==> src/rtl/mftr_defines.vh <==
// Constants for the multifunction terminal routing block.
// Assumes inclusion by bare name from rtl/ sources.
`ifndef MFTR_DEFINES_VH
`define MFTR_DEFINES_VH

// Configuration space offset of the routing register
`define MFTR_ROUTE_OFFSET 8'h8C
// Reset value: all zero except the terminal 3 field, which is 0001
`define MFTR_ROUTE_RESET 32'h00001000
// Writable bits; bits 31..28 are read-only zero
`define MFTR_ROUTE_WMASK 32'h0FFFFFFF
// Field positions (low bit of each 4-bit field)
`define MFTR_T0_LSB 0
`define MFTR_T1_LSB 4
`define MFTR_T2_LSB 8
`define MFTR_T3_LSB 12
`define MFTR_T4_LSB 16
`define MFTR_T5_LSB 20
`define MFTR_T6_LSB 24
// Field codes
`define MFTR_C_GPI 4'h0
`define MFTR_C_GPO 4'h1
`define MFTR_C_ALT 4'h2
`define MFTR_C_ZVST 4'h6
`define MFTR_C_ZVSEL 4'h7
`define MFTR_C_PWM 4'h8
`define MFTR_C_CC 4'hC
`define MFTR_C_CD 4'hD
`define MFTR_C_CE 4'hE
`define MFTR_C_CF 4'hF

`endif

==> src/rtl/mftr_routing.v <==
// Multifunction terminal routing register and terminal multiplexers.
// Assumes a decoded configuration-space access port from the PCI target
// and an EEPROM loader; all inputs are synchronous to clk.
`timescale 1ns/100ps
`default_nettype none
`include "mftr_defines.vh"

module mftr_routing (
	input wire clk,
	input wire rst_n,
	input wire cfg_wr,
	input wire cfg_rd,
	input wire cfg_func,
	input wire [7:0] cfg_addr,
	input wire [31:0] cfg_wdata,
	input wire [3:0] cfg_be,
	output reg [31:0] cfg_rdata_q,
	output reg cfg_hit_q,
	input wire eeprom_load,
	input wire [31:0] eeprom_data,
	input wire serial_bus_mode,
	input wire scl_drive_low,
	input wire sda_drive_low,
	output reg sda_in_q,
	input wire [15:0] isa_irq,
	input wire serial_interrupt_stream_out,
	input wire serial_interrupt_stream_oe,
	output reg serial_interrupt_stream_in_q,
	input wire clkrun_drive_low,
	output reg clkrun_in_n_q,
	output reg lock_in_n_q,
	input wire pci_inta_req,
	input wire pci_intb_req,
	input wire zoom_video_status,
	input wire zoom_function0_select,
	input wire zoom_function1_select,
	input wire card_audio_pwm,
	input wire socket0_activity_led,
	input wire socket1_activity_led,
	input wire ring_indicate_output,
	input wire general_event_output,
	input wire gp_output_zero,
	input wire gp_output_one,
	input wire gp_output_two,
	input wire gp_output_three,
	input wire gp_output_four,
	output reg gp_input_zero_q,
	output reg gp_input_one_q,
	output reg gp_input_two_q,
	output reg gp_input_three_q,
	output reg gp_input_four_q,
	input wire [6:0] term_in,
	output reg [6:0] term_out_q,
	output reg [6:0] term_oe_q,
	output reg [31:0] route_q
);

	wire [3:0] terminal0_select;
	wire [3:0] terminal1_select;
	wire [3:0] terminal2_select;
	wire [3:0] terminal3_select;
	wire [3:0] terminal4_select;
	wire [3:0] terminal5_select;
	wire [3:0] terminal6_select;
	wire cfg_hit;
	reg [31:0] route_d;
	reg [31:0] wr_bits;
	reg [6:0] out_d;
	reg [6:0] oe_d;

	// Codes 3,4,5,9,10,11,15 are the shared interrupt set
	function common_irq;
		input [3:0] code;
		begin
			case (code)
				4'h3, 4'h4, 4'h5, 4'h9, 4'hA, 4'hB, 4'hF: common_irq = 1'b1;
				default: common_irq = 1'b0;
			endcase
		end
	endfunction

	// Byte-enable expansion
	function [31:0] be_mask;
		input [3:0] be;
		begin
			be_mask = {{8{be[3]}}, {8{be[2]}}, {8{be[1]}}, {8{be[0]}}};
		end
	endfunction

	assign terminal0_select = route_q[`MFTR_T0_LSB +: 4];
	assign terminal1_select = route_q[`MFTR_T1_LSB +: 4];
	assign terminal2_select = route_q[`MFTR_T2_LSB +: 4];
	assign terminal3_select = route_q[`MFTR_T3_LSB +: 4];
	assign terminal4_select = route_q[`MFTR_T4_LSB +: 4];
	assign terminal5_select = route_q[`MFTR_T5_LSB +: 4];
	assign terminal6_select = route_q[`MFTR_T6_LSB +: 4];

	// Same register is seen from either function
	assign cfg_hit = (cfg_addr == `MFTR_ROUTE_OFFSET);

	always @* begin
		wr_bits = be_mask(cfg_be) & `MFTR_ROUTE_WMASK;
		route_d = route_q;
		if (eeprom_load)
			route_d = eeprom_data & `MFTR_ROUTE_WMASK;
		else if (cfg_wr && cfg_hit)
			route_d = (route_q & ~wr_bits) | (cfg_wdata & wr_bits);
	end

	always @(posedge clk) begin
		if (!rst_n)
			route_q <= `MFTR_ROUTE_RESET;
		else
			route_q <= route_d;
	end

	always @(posedge clk) begin
		if (!rst_n) begin
			cfg_rdata_q <= 32'h00000000;
			cfg_hit_q <= 1'b0;
		end else begin
			cfg_hit_q <= cfg_rd & cfg_hit;
			if (cfg_rd && cfg_hit)
				cfg_rdata_q <= route_q & `MFTR_ROUTE_WMASK;
			else
				cfg_rdata_q <= 32'h00000000;
		end
	end

	always @* begin
		out_d = 7'h00;
		oe_d = 7'h00;
		// Terminal 0
		case (terminal0_select)
			`MFTR_C_GPI: oe_d[0] = 1'b0;
			`MFTR_C_GPO: {oe_d[0], out_d[0]} = {1'b1, gp_output_zero};
			`MFTR_C_ALT: oe_d[0] = pci_inta_req;
			`MFTR_C_ZVST: {oe_d[0], out_d[0]} = {1'b1, zoom_video_status};
			`MFTR_C_ZVSEL:
				{oe_d[0], out_d[0]} = {1'b1, zoom_function0_select};
			`MFTR_C_PWM: {oe_d[0], out_d[0]} = {1'b1, card_audio_pwm};
			`MFTR_C_CC:
				{oe_d[0], out_d[0]} = {1'b1, socket0_activity_led};
			`MFTR_C_CD:
				{oe_d[0], out_d[0]} = {1'b1, socket1_activity_led};
			`MFTR_C_CE:
				{oe_d[0], out_d[0]} = {1'b1, general_event_output};
			default: {oe_d[0], out_d[0]} = {1'b1, isa_irq[terminal0_select]};
		endcase
		// Terminal 1; two-wire data in serial-bus mode
		if (serial_bus_mode) begin
			oe_d[1] = sda_drive_low;
		end else begin
			case (terminal1_select)
				`MFTR_C_GPI: oe_d[1] = 1'b0;
				`MFTR_C_GPO: {oe_d[1], out_d[1]} = {1'b1, gp_output_one};
				`MFTR_C_ALT: oe_d[1] = pci_intb_req;
				`MFTR_C_ZVST:
					{oe_d[1], out_d[1]} = {1'b1, zoom_video_status};
				`MFTR_C_ZVSEL:
					{oe_d[1], out_d[1]} = {1'b1, zoom_function0_select};
				`MFTR_C_PWM: {oe_d[1], out_d[1]} = {1'b1, card_audio_pwm};
				`MFTR_C_CC:
					{oe_d[1], out_d[1]} = {1'b1, socket0_activity_led};
				`MFTR_C_CD:
					{oe_d[1], out_d[1]} = {1'b1, socket1_activity_led};
				`MFTR_C_CE:
					{oe_d[1], out_d[1]} = {1'b1, general_event_output};
				default:
					{oe_d[1], out_d[1]} = {1'b1, isa_irq[terminal1_select]};
			endcase
		end
		// Terminal 2; code F is interrupt 7
		case (terminal2_select)
			`MFTR_C_GPI: oe_d[2] = 1'b0;
			`MFTR_C_GPO: {oe_d[2], out_d[2]} = {1'b1, gp_output_two};
			`MFTR_C_ALT: oe_d[2] = 1'b0;
			`MFTR_C_ZVST: {oe_d[2], out_d[2]} = {1'b1, zoom_video_status};
			`MFTR_C_ZVSEL:
				{oe_d[2], out_d[2]} = {1'b1, zoom_function0_select};
			`MFTR_C_PWM: {oe_d[2], out_d[2]} = {1'b1, card_audio_pwm};
			`MFTR_C_CC:
				{oe_d[2], out_d[2]} = {1'b1, ring_indicate_output};
			`MFTR_C_CD:
				{oe_d[2], out_d[2]} = {1'b1, socket1_activity_led};
			`MFTR_C_CE:
				{oe_d[2], out_d[2]} = {1'b1, general_event_output};
			`MFTR_C_CF: {oe_d[2], out_d[2]} = {1'b1, isa_irq[7]};
			default: {oe_d[2], out_d[2]} = {1'b1, isa_irq[terminal2_select]};
		endcase
		// Terminal 3
		case (terminal3_select)
			`MFTR_C_GPI: oe_d[3] = 1'b0;
			`MFTR_C_GPO: begin
				oe_d[3] = serial_interrupt_stream_oe;
				out_d[3] = serial_interrupt_stream_out;
			end
			default: {oe_d[3], out_d[3]} = {1'b1, isa_irq[terminal3_select]};
		endcase
		// Terminal 4; two-wire clock in serial-bus mode
		if (serial_bus_mode) begin
			oe_d[4] = scl_drive_low;
		end else if (common_irq(terminal4_select)) begin
			{oe_d[4], out_d[4]} = {1'b1, isa_irq[terminal4_select]};
		end else begin
			case (terminal4_select)
				`MFTR_C_GPO:
					{oe_d[4], out_d[4]} = {1'b1, gp_output_three};
				`MFTR_C_ZVST:
					{oe_d[4], out_d[4]} = {1'b1, zoom_video_status};
				`MFTR_C_ZVSEL:
					{oe_d[4], out_d[4]} = {1'b1, zoom_function1_select};
				`MFTR_C_PWM:
					{oe_d[4], out_d[4]} = {1'b1, card_audio_pwm};
				`MFTR_C_CC:
					{oe_d[4], out_d[4]} = {1'b1, ring_indicate_output};
				`MFTR_C_CD: begin
					oe_d[4] = 1'b1;
					out_d[4] = socket0_activity_led | socket1_activity_led;
				end
				`MFTR_C_CE:
					{oe_d[4], out_d[4]} = {1'b1, general_event_output};
				default: oe_d[4] = 1'b0;
			endcase
		end
		// Terminal 5
		if (common_irq(terminal5_select)) begin
			{oe_d[5], out_d[5]} = {1'b1, isa_irq[terminal5_select]};
		end else begin
			case (terminal5_select)
				`MFTR_C_GPO:
					{oe_d[5], out_d[5]} = {1'b1, gp_output_four};
				`MFTR_C_ZVST:
					{oe_d[5], out_d[5]} = {1'b1, zoom_video_status};
				`MFTR_C_ZVSEL:
					{oe_d[5], out_d[5]} = {1'b1, zoom_function1_select};
				`MFTR_C_PWM:
					{oe_d[5], out_d[5]} = {1'b1, card_audio_pwm};
				`MFTR_C_CC:
					{oe_d[5], out_d[5]} = {1'b1, socket0_activity_led};
				`MFTR_C_CD:
					{oe_d[5], out_d[5]} = {1'b1, general_event_output};
				default: oe_d[5] = 1'b0;
			endcase
		end
		// Terminal 6; clock-run is open drain
		case (terminal6_select)
			`MFTR_C_GPI: oe_d[6] = 1'b0;
			`MFTR_C_GPO: oe_d[6] = clkrun_drive_low;
			default: {oe_d[6], out_d[6]} = {1'b1, isa_irq[terminal6_select]};
		endcase
	end

	always @(posedge clk) begin
		if (!rst_n) begin
			term_out_q <= 7'h00;
			term_oe_q <= 7'h00;
			gp_input_zero_q <= 1'b0;
			gp_input_one_q <= 1'b0;
			gp_input_two_q <= 1'b0;
			gp_input_three_q <= 1'b0;
			gp_input_four_q <= 1'b0;
			serial_interrupt_stream_in_q <= 1'b1;
			clkrun_in_n_q <= 1'b1;
			lock_in_n_q <= 1'b1;
			sda_in_q <= 1'b1;
		end else begin
			term_out_q <= out_d;
			term_oe_q <= oe_d;
			gp_input_zero_q <= (terminal0_select == `MFTR_C_GPI) & term_in[0];
			gp_input_one_q <= !serial_bus_mode &&
				(terminal1_select == `MFTR_C_GPI) && term_in[1];
			gp_input_two_q <= (terminal2_select == `MFTR_C_GPI) & term_in[2];
			gp_input_three_q <= !serial_bus_mode &&
				(terminal4_select == `MFTR_C_GPI) && term_in[4];
			gp_input_four_q <= (terminal5_select == `MFTR_C_GPI) & term_in[5];
			serial_interrupt_stream_in_q <=
				(terminal3_select == `MFTR_C_GPO) ? term_in[3] : 1'b1;
			clkrun_in_n_q <=
				(terminal6_select == `MFTR_C_GPO) ? term_in[6] : 1'b1;
			lock_in_n_q <= (!serial_bus_mode &&
				terminal4_select == `MFTR_C_ALT) ? term_in[4] : 1'b1;
			sda_in_q <= serial_bus_mode ? term_in[1] : 1'b1;
		end
	end

endmodule // mftr_routing

`default_nettype wire

==> config.mk <==
export PLATFORM = sky130hd
export DESIGN_NAME = mftr_routing
export DESIGN_NICKNAME = d
export VERILOG_FILES = /design/src/rtl/mftr_routing.v
export VERILOG_INCLUDE_DIRS = /design/src /design/src/rtl
export SDC_FILE = /design/constraint.sdc
export NUM_CORES = 1
export LEC_CHECK = 0
export ABC_AREA = 1
export ABC_CLOCK_PERIOD_IN_PS = 1500
export BUFFER_PORTS_ARGS = -buffer_cell sky130_fd_sc_hd__buf_2
export CELL_PAD_IN_SITES_DETAIL_PLACEMENT = 1
export CELL_PAD_IN_SITES_GLOBAL_PLACEMENT = 2
export CORE_MARGIN = 3
export CORE_UTILIZATION = 23
export CTS_CLUSTER_DIAMETER = 200
export DETAILED_ROUTE_END_ITERATION = 10
export GPL_TIMING_DRIVEN = 0
export PLACE_DENSITY_LB_ADDON = 0.08
export SLEW_MARGIN = 15
export SYNTH_ARGS = -nofsm -noshare
export SYNTH_HDL_FRONTEND = slang
export SYNTH_SLANG_ARGS = --single-unit
==> constraint.sdc <==
create_clock -name clk -period 1.5 [get_ports clk]
set_input_delay 0.45 -clock clk [delete_from_list [all_inputs] [get_ports clk]]
set_output_delay 0.45 -clock clk [all_outputs]
set_load 0.1 [all_outputs]
==> flow_summary.ini, run 1 <==
[synthesis]
yosysSeqAreaShare_pct = 33.9
synthCells = 796
syn_area_um2 = 4720
synth_top_area_cell = dfxtp_1
synth-warning-count = 0
ys_ff_latch = 80
synth_common_cells = nand2_1, nand3_1, nor2_1
synth.avg_cell_area_um2 = 5.93
synth_edf_count = 0
netlist.area_leader.share_pct = 33.9
synth_area_leaders = dfxtp_1, nand2_1, nand3_1
synth.distinct_cells = 28
async_reset_ff_share_pct = 0
synth.most_common_cell = nand2_1
synthFlopType = dfxtp_1

[routing]
drt_iter0_markers = 257
firstDrtPassIters = 4
drc = 0
vias = 5723
ant_nets = 0
routed_via_density = 4.46
routed_wl_mm = 21.4
wl_per_cell_um = 16.7

[critical_path]
endpoint = route_q[11]
r2r_cells = 9
worst-path-buf-inv = 1
worstPathMaxFanout = 5
cp_top_family = flip-flops
r2r_setup_slack_ns = 0.09
end_kind = output port
worst-setup-path-type = reg -> out
cp.depth = 1
start_kind = flop
crit_arrival_ns = 1.01
path_cells = buf_4
slowest_stage = dfxtp_2
critical_path_required_ns = 1.05
cp_slowest_stage_delay_ns = 0.37
reg2reg_to = term_out_q[5]

[die]
core_um2 = 19800
initial_utilization_pct = 23.9
fp.dieW_um = 149
fp.dieArea_um2 = 22300
rows = 51
fp.dieH_um = 149
io_pins = 214

[pwr]
total_power_mw = 6.34
p_per_area_nw_per_um2 = 926
ir_drop_v = 0.000305
p_leak_nw = 3.47

[clock_network]
cts_buffer_depth = 2
clk_pin_slew_ns = 0.07
cts_buffers = 9
ctsHoldBuffers = 0
cts_tree = built
cts-root-buf = clkbuf_16
cts_max_level = 3
cts_sinks = 80
clkLatencyLatePin_ns = 0.35

[outcome]
outcome = finished clean

[final_layout]
layoutNonFillerInstCount = 1283
drive_gt1_share_pct = 29.7
syn2layout_area_growth_pct = 45.0
nNetsFinal = 1139
post-route-cell-area_um2 = 6850
diodes = 0

[placed_design]
place_area_um2 = 6100
hpwl_mm = 17.1
place_inst = 1260
gp_congestion = 0.800
io_buffer_count = 192

[grt]
grt_max_degree = 16
grt_overflow_total = 0
grt_first_pass_wirelength_mm = 32.2
grtUsageTotal_pct = 18.9
antenna_found_initial = 2
first_global_vias = 5666

[sta]
period_share_pct = 97.6
finalHoldViolCount = 0
fin_crit_ns = 1.46
fin_skew_ns = 0.00818
setup_viol = 0
clock.fmax_mhz = 683
finalMaxSlewViolations = 0

[flow_run]
drv_cap = 0

[min_path]
min_path_type = in -> reg
-- through the flow --
step           setup slack, ns  setup TNS, ns  hold slack [ns]  utilization (%)
2_1_floorplan           -0.100         -0.100            0.549                -
3_3_place_gp            -0.392         -15.08            0.482             30.8
3_5_place_dp            -0.376         -14.55            0.489             30.8
4_1_cts                -0.0128        -0.0128            0.275             33.9
5_1_grt                -0.0200        -0.0239            0.283             34.6
6_report                0.0354              0            0.286             34.6
-- kinds of logic after synthesis --
logic type             after synthesis  synth area share [%]
AO/OA/AOI/OAI                       75                  8.27
buffers and inverters              114                  10.9
flip-flops                          80                  33.9
other                                1                0.0794
AND/OR/NAND/NOR                    526                  46.8
-- final cells by class --
type | count | area [µm²]
fill | 2606 | 12900
multi-input combinational | 609 | 2670
sequential | 80 | 1680
inverter | 73 | 282
timing repair buffer | 199 | 1320
clock buffer | 11 | 243
clock inverter | 5 | 62.6
buffer | 41 | 258
tap | 265 | 332
-- layer usage --
metal	wire length [µm]	vias up	track usage (%)
met2	9710	165	30.4
met1	9900	2587	25.3
met4	233	4	5.31
li1	-	2951	-
met3	1540	16	4.47
met5	21	-	0
-- layout by cell type, fill, tap and decap left out, types with 2 or more instances in the layout --
cell | netlist | final
nand2_1 | 266 | 264
nand3_1 | 128 | 128
buf_2 | 13 | 123
nor2_1 | 107 | 99
buf_4 | 11 | 79
inv_1 | 71 | 67
dfxtp_1 | 80 | 52
a21oi_1 | 47 | 46
o21ai_0 | 22 | 21
dfxtp_4 | 0 | 16
buf_6 | 4 | 15
dfxtp_2 | 0 | 12
buf_8 | 0 | 9
clkbuf_16 | 0 | 9
clkbuf_1 | 11 | 8
nand4_1 | 8 | 8
conb_1 | 1 | 8
clkbuf_2 | 0 | 6
nor2_2 | 1 | 6
nor2_4 | 2 | 5
inv_2 | 2 | 4
or2_2 | 4 | 4
nor3_1 | 4 | 4
nand2_2 | 1 | 3
o211ai_1 | 3 | 3
nand3b_1 | 2 | 2
clkinvlp_4 | 0 | 2
inv_6 | 0 | 2
-- worst min-delay path by stage --
stage / slack (ns) / to / startpoint / cells past startpoint
finish: 0.29 / clkrun_in_n_q / term_in[6] / 3
global route: 0.28 / clkrun_in_n_q / term_in[6] / 3
CTS: 0.27 / clkrun_in_n_q / term_in[6] / 3
detailed placement: 0.49 / cfg_rdata_q[10] / flop / 2
global placement: 0.48 / flop / flop / 2
floorplan: 0.55 / serial_interrupt_stream_in_q / term_in[3] / 2
-- repair_timing --
action	CTS	global route
buffers inserted	0	7
pin swaps	1	4
endpoints found under the setup margin	84	30
resized for setup	107	38
cloned	0	0
-- report_power, final --
group          internal [mW]  switching (mW)
Sequential              2.19          0.0801
Combinational          0.483            1.26
Clock                   1.35           0.973
No activity file was read; power rests on OpenSTA's default activity.
==> inputs of run 2 (changes only) <==
Settings changed: ABC_CLOCK_PERIOD_IN_PS 1500 to 1270, CORE_UTILIZATION 23 to 21.
Clock period 1.5 ns to 1.27 ns, I/O delays scaled along.
==> flow_summary.ini, run 2 (same netlist as run 1, synthesis figures left out) <==
[outcome]
outcome = complete, but fails checks
violations = negative setup slack

[die]
fp.dieH_um = 156
fp.dieArea_um2 = 24300
fp.dieW_um = 156
core_um2 = 22000
io_pins = 214
rows = 54
initial_utilization_pct = 21.5

[critical_path]
r2r_cells = 9
worst-setup-path-type = reg -> out
end_kind = output port
path_cells = buf_12
worstPathMaxFanout = 5
reg2reg_to = term_out_q[1]
crit_arrival_ns = 1.00
start_kind = flop
worst-path-buf-inv = 1
critical_path_required_ns = 0.89
r2r_setup_slack_ns = -0.05
slowest_stage = dfxtp_4
cp_top_family = flip-flops
cp_slowest_stage_delay_ns = 0.44

[clock_network]
clkLatencyLatePin_ns = 0.35
cts_tree = built
cts_max_level = 3
cts_buffers = 9
cts-root-buf = clkbuf_16
clk_pin_slew_ns = 0.07
ctsHoldBuffers = 0
cts_buffer_depth = 2
cts_sinks = 80

[placed_design]
pre_cts_ws_ns = -0.592
place_inst = 1275
gp_congestion = 0.828
hpwl_mm = 17.9
io_buffer_count = 192

[grt]
antenna_found_initial = 2
grt_max_degree = 16
first_global_vias = 6141
grt_first_pass_wirelength_mm = 35.3
grtUsageTotal_pct = 19.0
grt_overflow_total = 0

[routing]
ant_nets = 0
drt_iter0_markers = 246
vias = 6030
routed_via_density = 4.45
wl_per_cell_um = 17.7
drc = 0
firstDrtPassIters = 4
routed_wl_mm = 24.0

[pwr]
power_frac_comb_pct = 32.3
p_leak_nw = 4.16
switchingPower_mw = 3.01
p_int_mw = 5.01
p_sw_share_pct = 37.5
power_frac_seq_pct = 33.7
p_per_area_nw_per_um2 = 910
ir_drop_v = 0.000690
clkPwrFrac_pct = 34.0
total_power_mw = 8.02

[min_path]
worstHoldEndpoint = clkrun_in_n_q
min_path_type = in -> reg
holdPathStages = 3
min_from = term_in[6]

[sta]
period_share_pct = 109
fin_tns_setup_ns = -1.19
finalHoldViolCount = 0
finalMaxSlewViolations = 0
fin_crit_ns = 1.38
holdWs_ns = 0.224
worst_slack_ns = -0.109
rsz0062_at_grt = true
fin_skew_ns = 0.00950
clock.fmax_mhz = 725
setup_viol = 29

[final_layout]
nNetsFinal = 1195
syn2layout_area_growth_pct = 86.6
diodes = 0
final_common_cell = nand2_1
drive_gt1_share_pct = 44.7
final_cell_mix = nand2_1, buf_2, nand3_1, buf_12, nor2_1
layoutNonFillerInstCount = 1354

[flow_run]
drv_cap = 0
-- run 2: cell types whose count changed in the layout (fill, tap and decap cells not counted), moves of 12 or more --
cell / before / now
buf_12: 0 / 81
nand3_2: 0 / 12
dfxtp_4: 16 / 28
nor2_1: 99 / 77
inv_1: 67 / 55
buf_4: 79 / 60
dfxtp_1: 52 / 0
dfxtp_2: 12 / 52
nand3_1: 128 / 111
-- run 2: timing repair --
action                     in CTS  in global routing
setup endpoints to repair     134                113
cloned                          0                  3
pin swaps                      11                 43
setup buffers                  32                 28
resized for setup             332                109
-- run 2: how the worst max path moves through the flow --
stage / slack (ns) / endpoint / depth (start not counted) / start
5_1_grt: -0.15 / term_out_q[1] / 9 / flop
4_1_cts: -0.1 / route_q[5] / 1 / flop
3_3_place_gp: -0.58 / cfg_rdata_q[15] / 7 / cfg_addr[1]
2_1_floorplan: -0.05 / term_out_q[5] / 10 / flop
3_5_place_dp: -0.59 / cfg_rdata_q[15] / 7 / cfg_addr[1]
6_report: -0.11 / route_q[16] / 1 / flop
-- run 2: area by class of cell --
cell class              count  area (µm²)
well taps                 280         350
multi-input cells         609        2980
flip-flops and latches     80        1770
clock buffers              11         254
clock inverters             5        45.0
repair buffers            255        2750
fillers                  2695       13100
inverters                  73         307
plain buffers              41         359
-- run 2: power by group through the flow --
stage	combinational (mW)	sequential (mW)	clock, mW
6_report	2.59	2.70	2.72
5_1_grt	2.78	2.71	2.92
4_1_cts	2.40	2.70	2.81
3_5_place_dp	2.02	2.73	0
3_3_place_gp	2.02	2.73	0
2_1_floorplan	0.802	3.33	0
-- run 2: per-layer routing --
metal	wire (µm)	vias to the layer above	track usage (%)
met4	293	4	3.53
met2	11400	151	31.6
li1	-	3081	-
met3	1400	22	4.44
met1	10900	2772	25.2
met5	14	-	0
-- run 2: per-stage QoR --
step / util (%) / instance area (µm²)
after CTS: 37.0 / 8120
final: 40.1 / 8810
after global placement: 29.0 / 6370
after detailed placement: 29.0 / 6370
after global routing: 40.1 / 8810
after floorplan: - / 5060
==> inputs of run 3 (changes only) <==
Settings changed: PLACE_DENSITY_LB_ADDON 0.08 to 0.1, RECOVER_POWER set to 25.
==> flow_summary.ini, run 3 (same netlist as run 1, synthesis figures left out) <==
[clock_network]
clkLatencyLatePin_ns = 0.35
cts_buffer_depth = 2
cts-root-buf = clkbuf_16
ctsHoldBuffers = 0
cts_buffers = 9
cts_sinks = 80
cts_tree = built
cts_max_level = 3
clk_pin_slew_ns = 0.07

[grt]
grt_first_pass_wirelength_mm = 35.6
first_global_vias = 6159
grt_overflow_total = 0
antenna_found_initial = 1
grtUsageTotal_pct = 19.2
grt_max_degree = 16

[placed_design]
gp_congestion = 0.815
io_buffer_count = 192
hpwl_mm = 17.8
pre_cts_ws_ns = -0.584

[sta]
setup_viol = 29
clock.fmax_mhz = 732
finalMaxSlewViolations = 0
fin_skew_ns = 0.00921
finalHoldViolCount = 0
period_share_pct = 108
fin_crit_ns = 1.37
worst_slack_ns = -0.0967
rsz0062_at_grt = true

[pwr]
p_per_area_nw_per_um2 = 902
p_leak_nw = 4.09
total_power_mw = 7.83
ir_drop_v = 0.000564

[final_layout]
final_cell_mix = nand2_1, buf_2, nand3_1, buf_12, nor2_1
diodes = 0
syn2layout_area_growth_pct = 83.9
nNetsFinal = 1181
final_common_cell = nand2_1
drive_gt1_share_pct = 43.3
num-fill-cells = 2713

[critical_path]
slowest_stage = dfxtp_4
crit_arrival_ns = 0.99
worst-path-buf-inv = 1
worstPathMaxFanout = 5
r2r_setup_slack_ns = -0.04
r2r_cells = 9
end_kind = output port
start_kind = flop
critical_path_required_ns = 0.89
cp_slowest_stage_delay_ns = 0.44
worst-setup-path-type = reg -> out
path_cells = buf_12
reg2reg_to = term_out_q[1]
cp_top_family = flip-flops

[routing]
drc = 0
wl_per_cell_um = 17.7
ant_nets = 0
vias = 6055
routed_wl_mm = 23.8
routed_via_density = 4.52
firstDrtPassIters = 4
drt_iter0_markers = 253

[die]
rows = 54
core_um2 = 22000
fp.dieH_um = 156
fp.dieW_um = 156
initial_utilization_pct = 21.5
fp.dieArea_um2 = 24300
io_pins = 214

[min_path]
holdPathStages = 3
min_path_type = in -> reg
min_from = term_in[6]
worstHoldEndpoint = clkrun_in_n_q

[outcome]
outcome = complete, but fails checks
violations = negative setup slack

[flow_run]
drv_cap = 0
run 3: cell types whose count changed in the layout (fill, tap and decap cells not counted), moves of 3 or more:
cell      previous run  this run
buf_6               13        16
nor2_2              17        11
clkbuf_4             1         4
buf_4               60        42
nor2_1              77        81
run 3: cell type report:
type	count	area, µm²	share of cell area, %
Timing Repair Buffer	242	2640	30.4
Clock inverter	6	50.0	0.577
Multi-Input combinational cell	609	2960	34.1
Tap cell	280	350	4.04
Clock buffer	10	239	2.75
Sequential cell	80	1770	20.3
Buffer	40	360	4.15
Inverter	73	317	3.65
run 3: metrics by stage:
stage | cell area, µm² | setup TNS (ns) | std cells | hold slack [ns] | util [%]
after global routing | 8680 | -3.23 | 1340 | 0.229 | 39.5
after floorplan | 5060 | -0.195 | 803 | 0.480 | -
after detailed placement | 6370 | -28.45 | 1275 | 0.482 | 29.0
after CTS | 8200 | -1.31 | 1326 | 0.202 | 37.3
final | 8680 | -1.07 | 1340 | 0.211 | 39.5
after global placement | 6370 | -27.13 | 1275 | 0.481 | 29.0
run 3: per-layer routing:
metal / share of wire [%] / vias to the layer above / track usage [%]
met5: 0.055 / - / 0
met4: 1.5 / 2 / 5.34
met3: 5.7 / 20 / 4.33
met2: 47 / 166 / 30.8
met1: 46 / 2819 / 26.0
li1: - / 3048 / -
run 3: where the power goes:
part           switching (mW)  internal, mW
sequential              0.125          2.58
clock                    1.18          1.40
combinational            1.63         0.922
run 3: worst max path at each step:
stage | startpoint | end | depth (start not counted)
after detailed placement | rst_n | term_out_q[3] | 5
after floorplan | flop | term_out_q[5] | 10
after global placement | cfg_addr[1] | cfg_rdata_q[15] | 7
after global routing | flop | route_q[5] | 1
final | flop | route_q[5] | 1
after CTS | flop | route_q[0] | 1
run 3: what timing repair did:
action / in CTS / in global routing
pin swaps: 21 / 40
gates resized for setup: 339 / 96
gates cloned: 1 / 2
setup buffers: 34 / 14
setup endpoints to repair: 130 / 121
endpoints found under the hold margin: 0 / 0
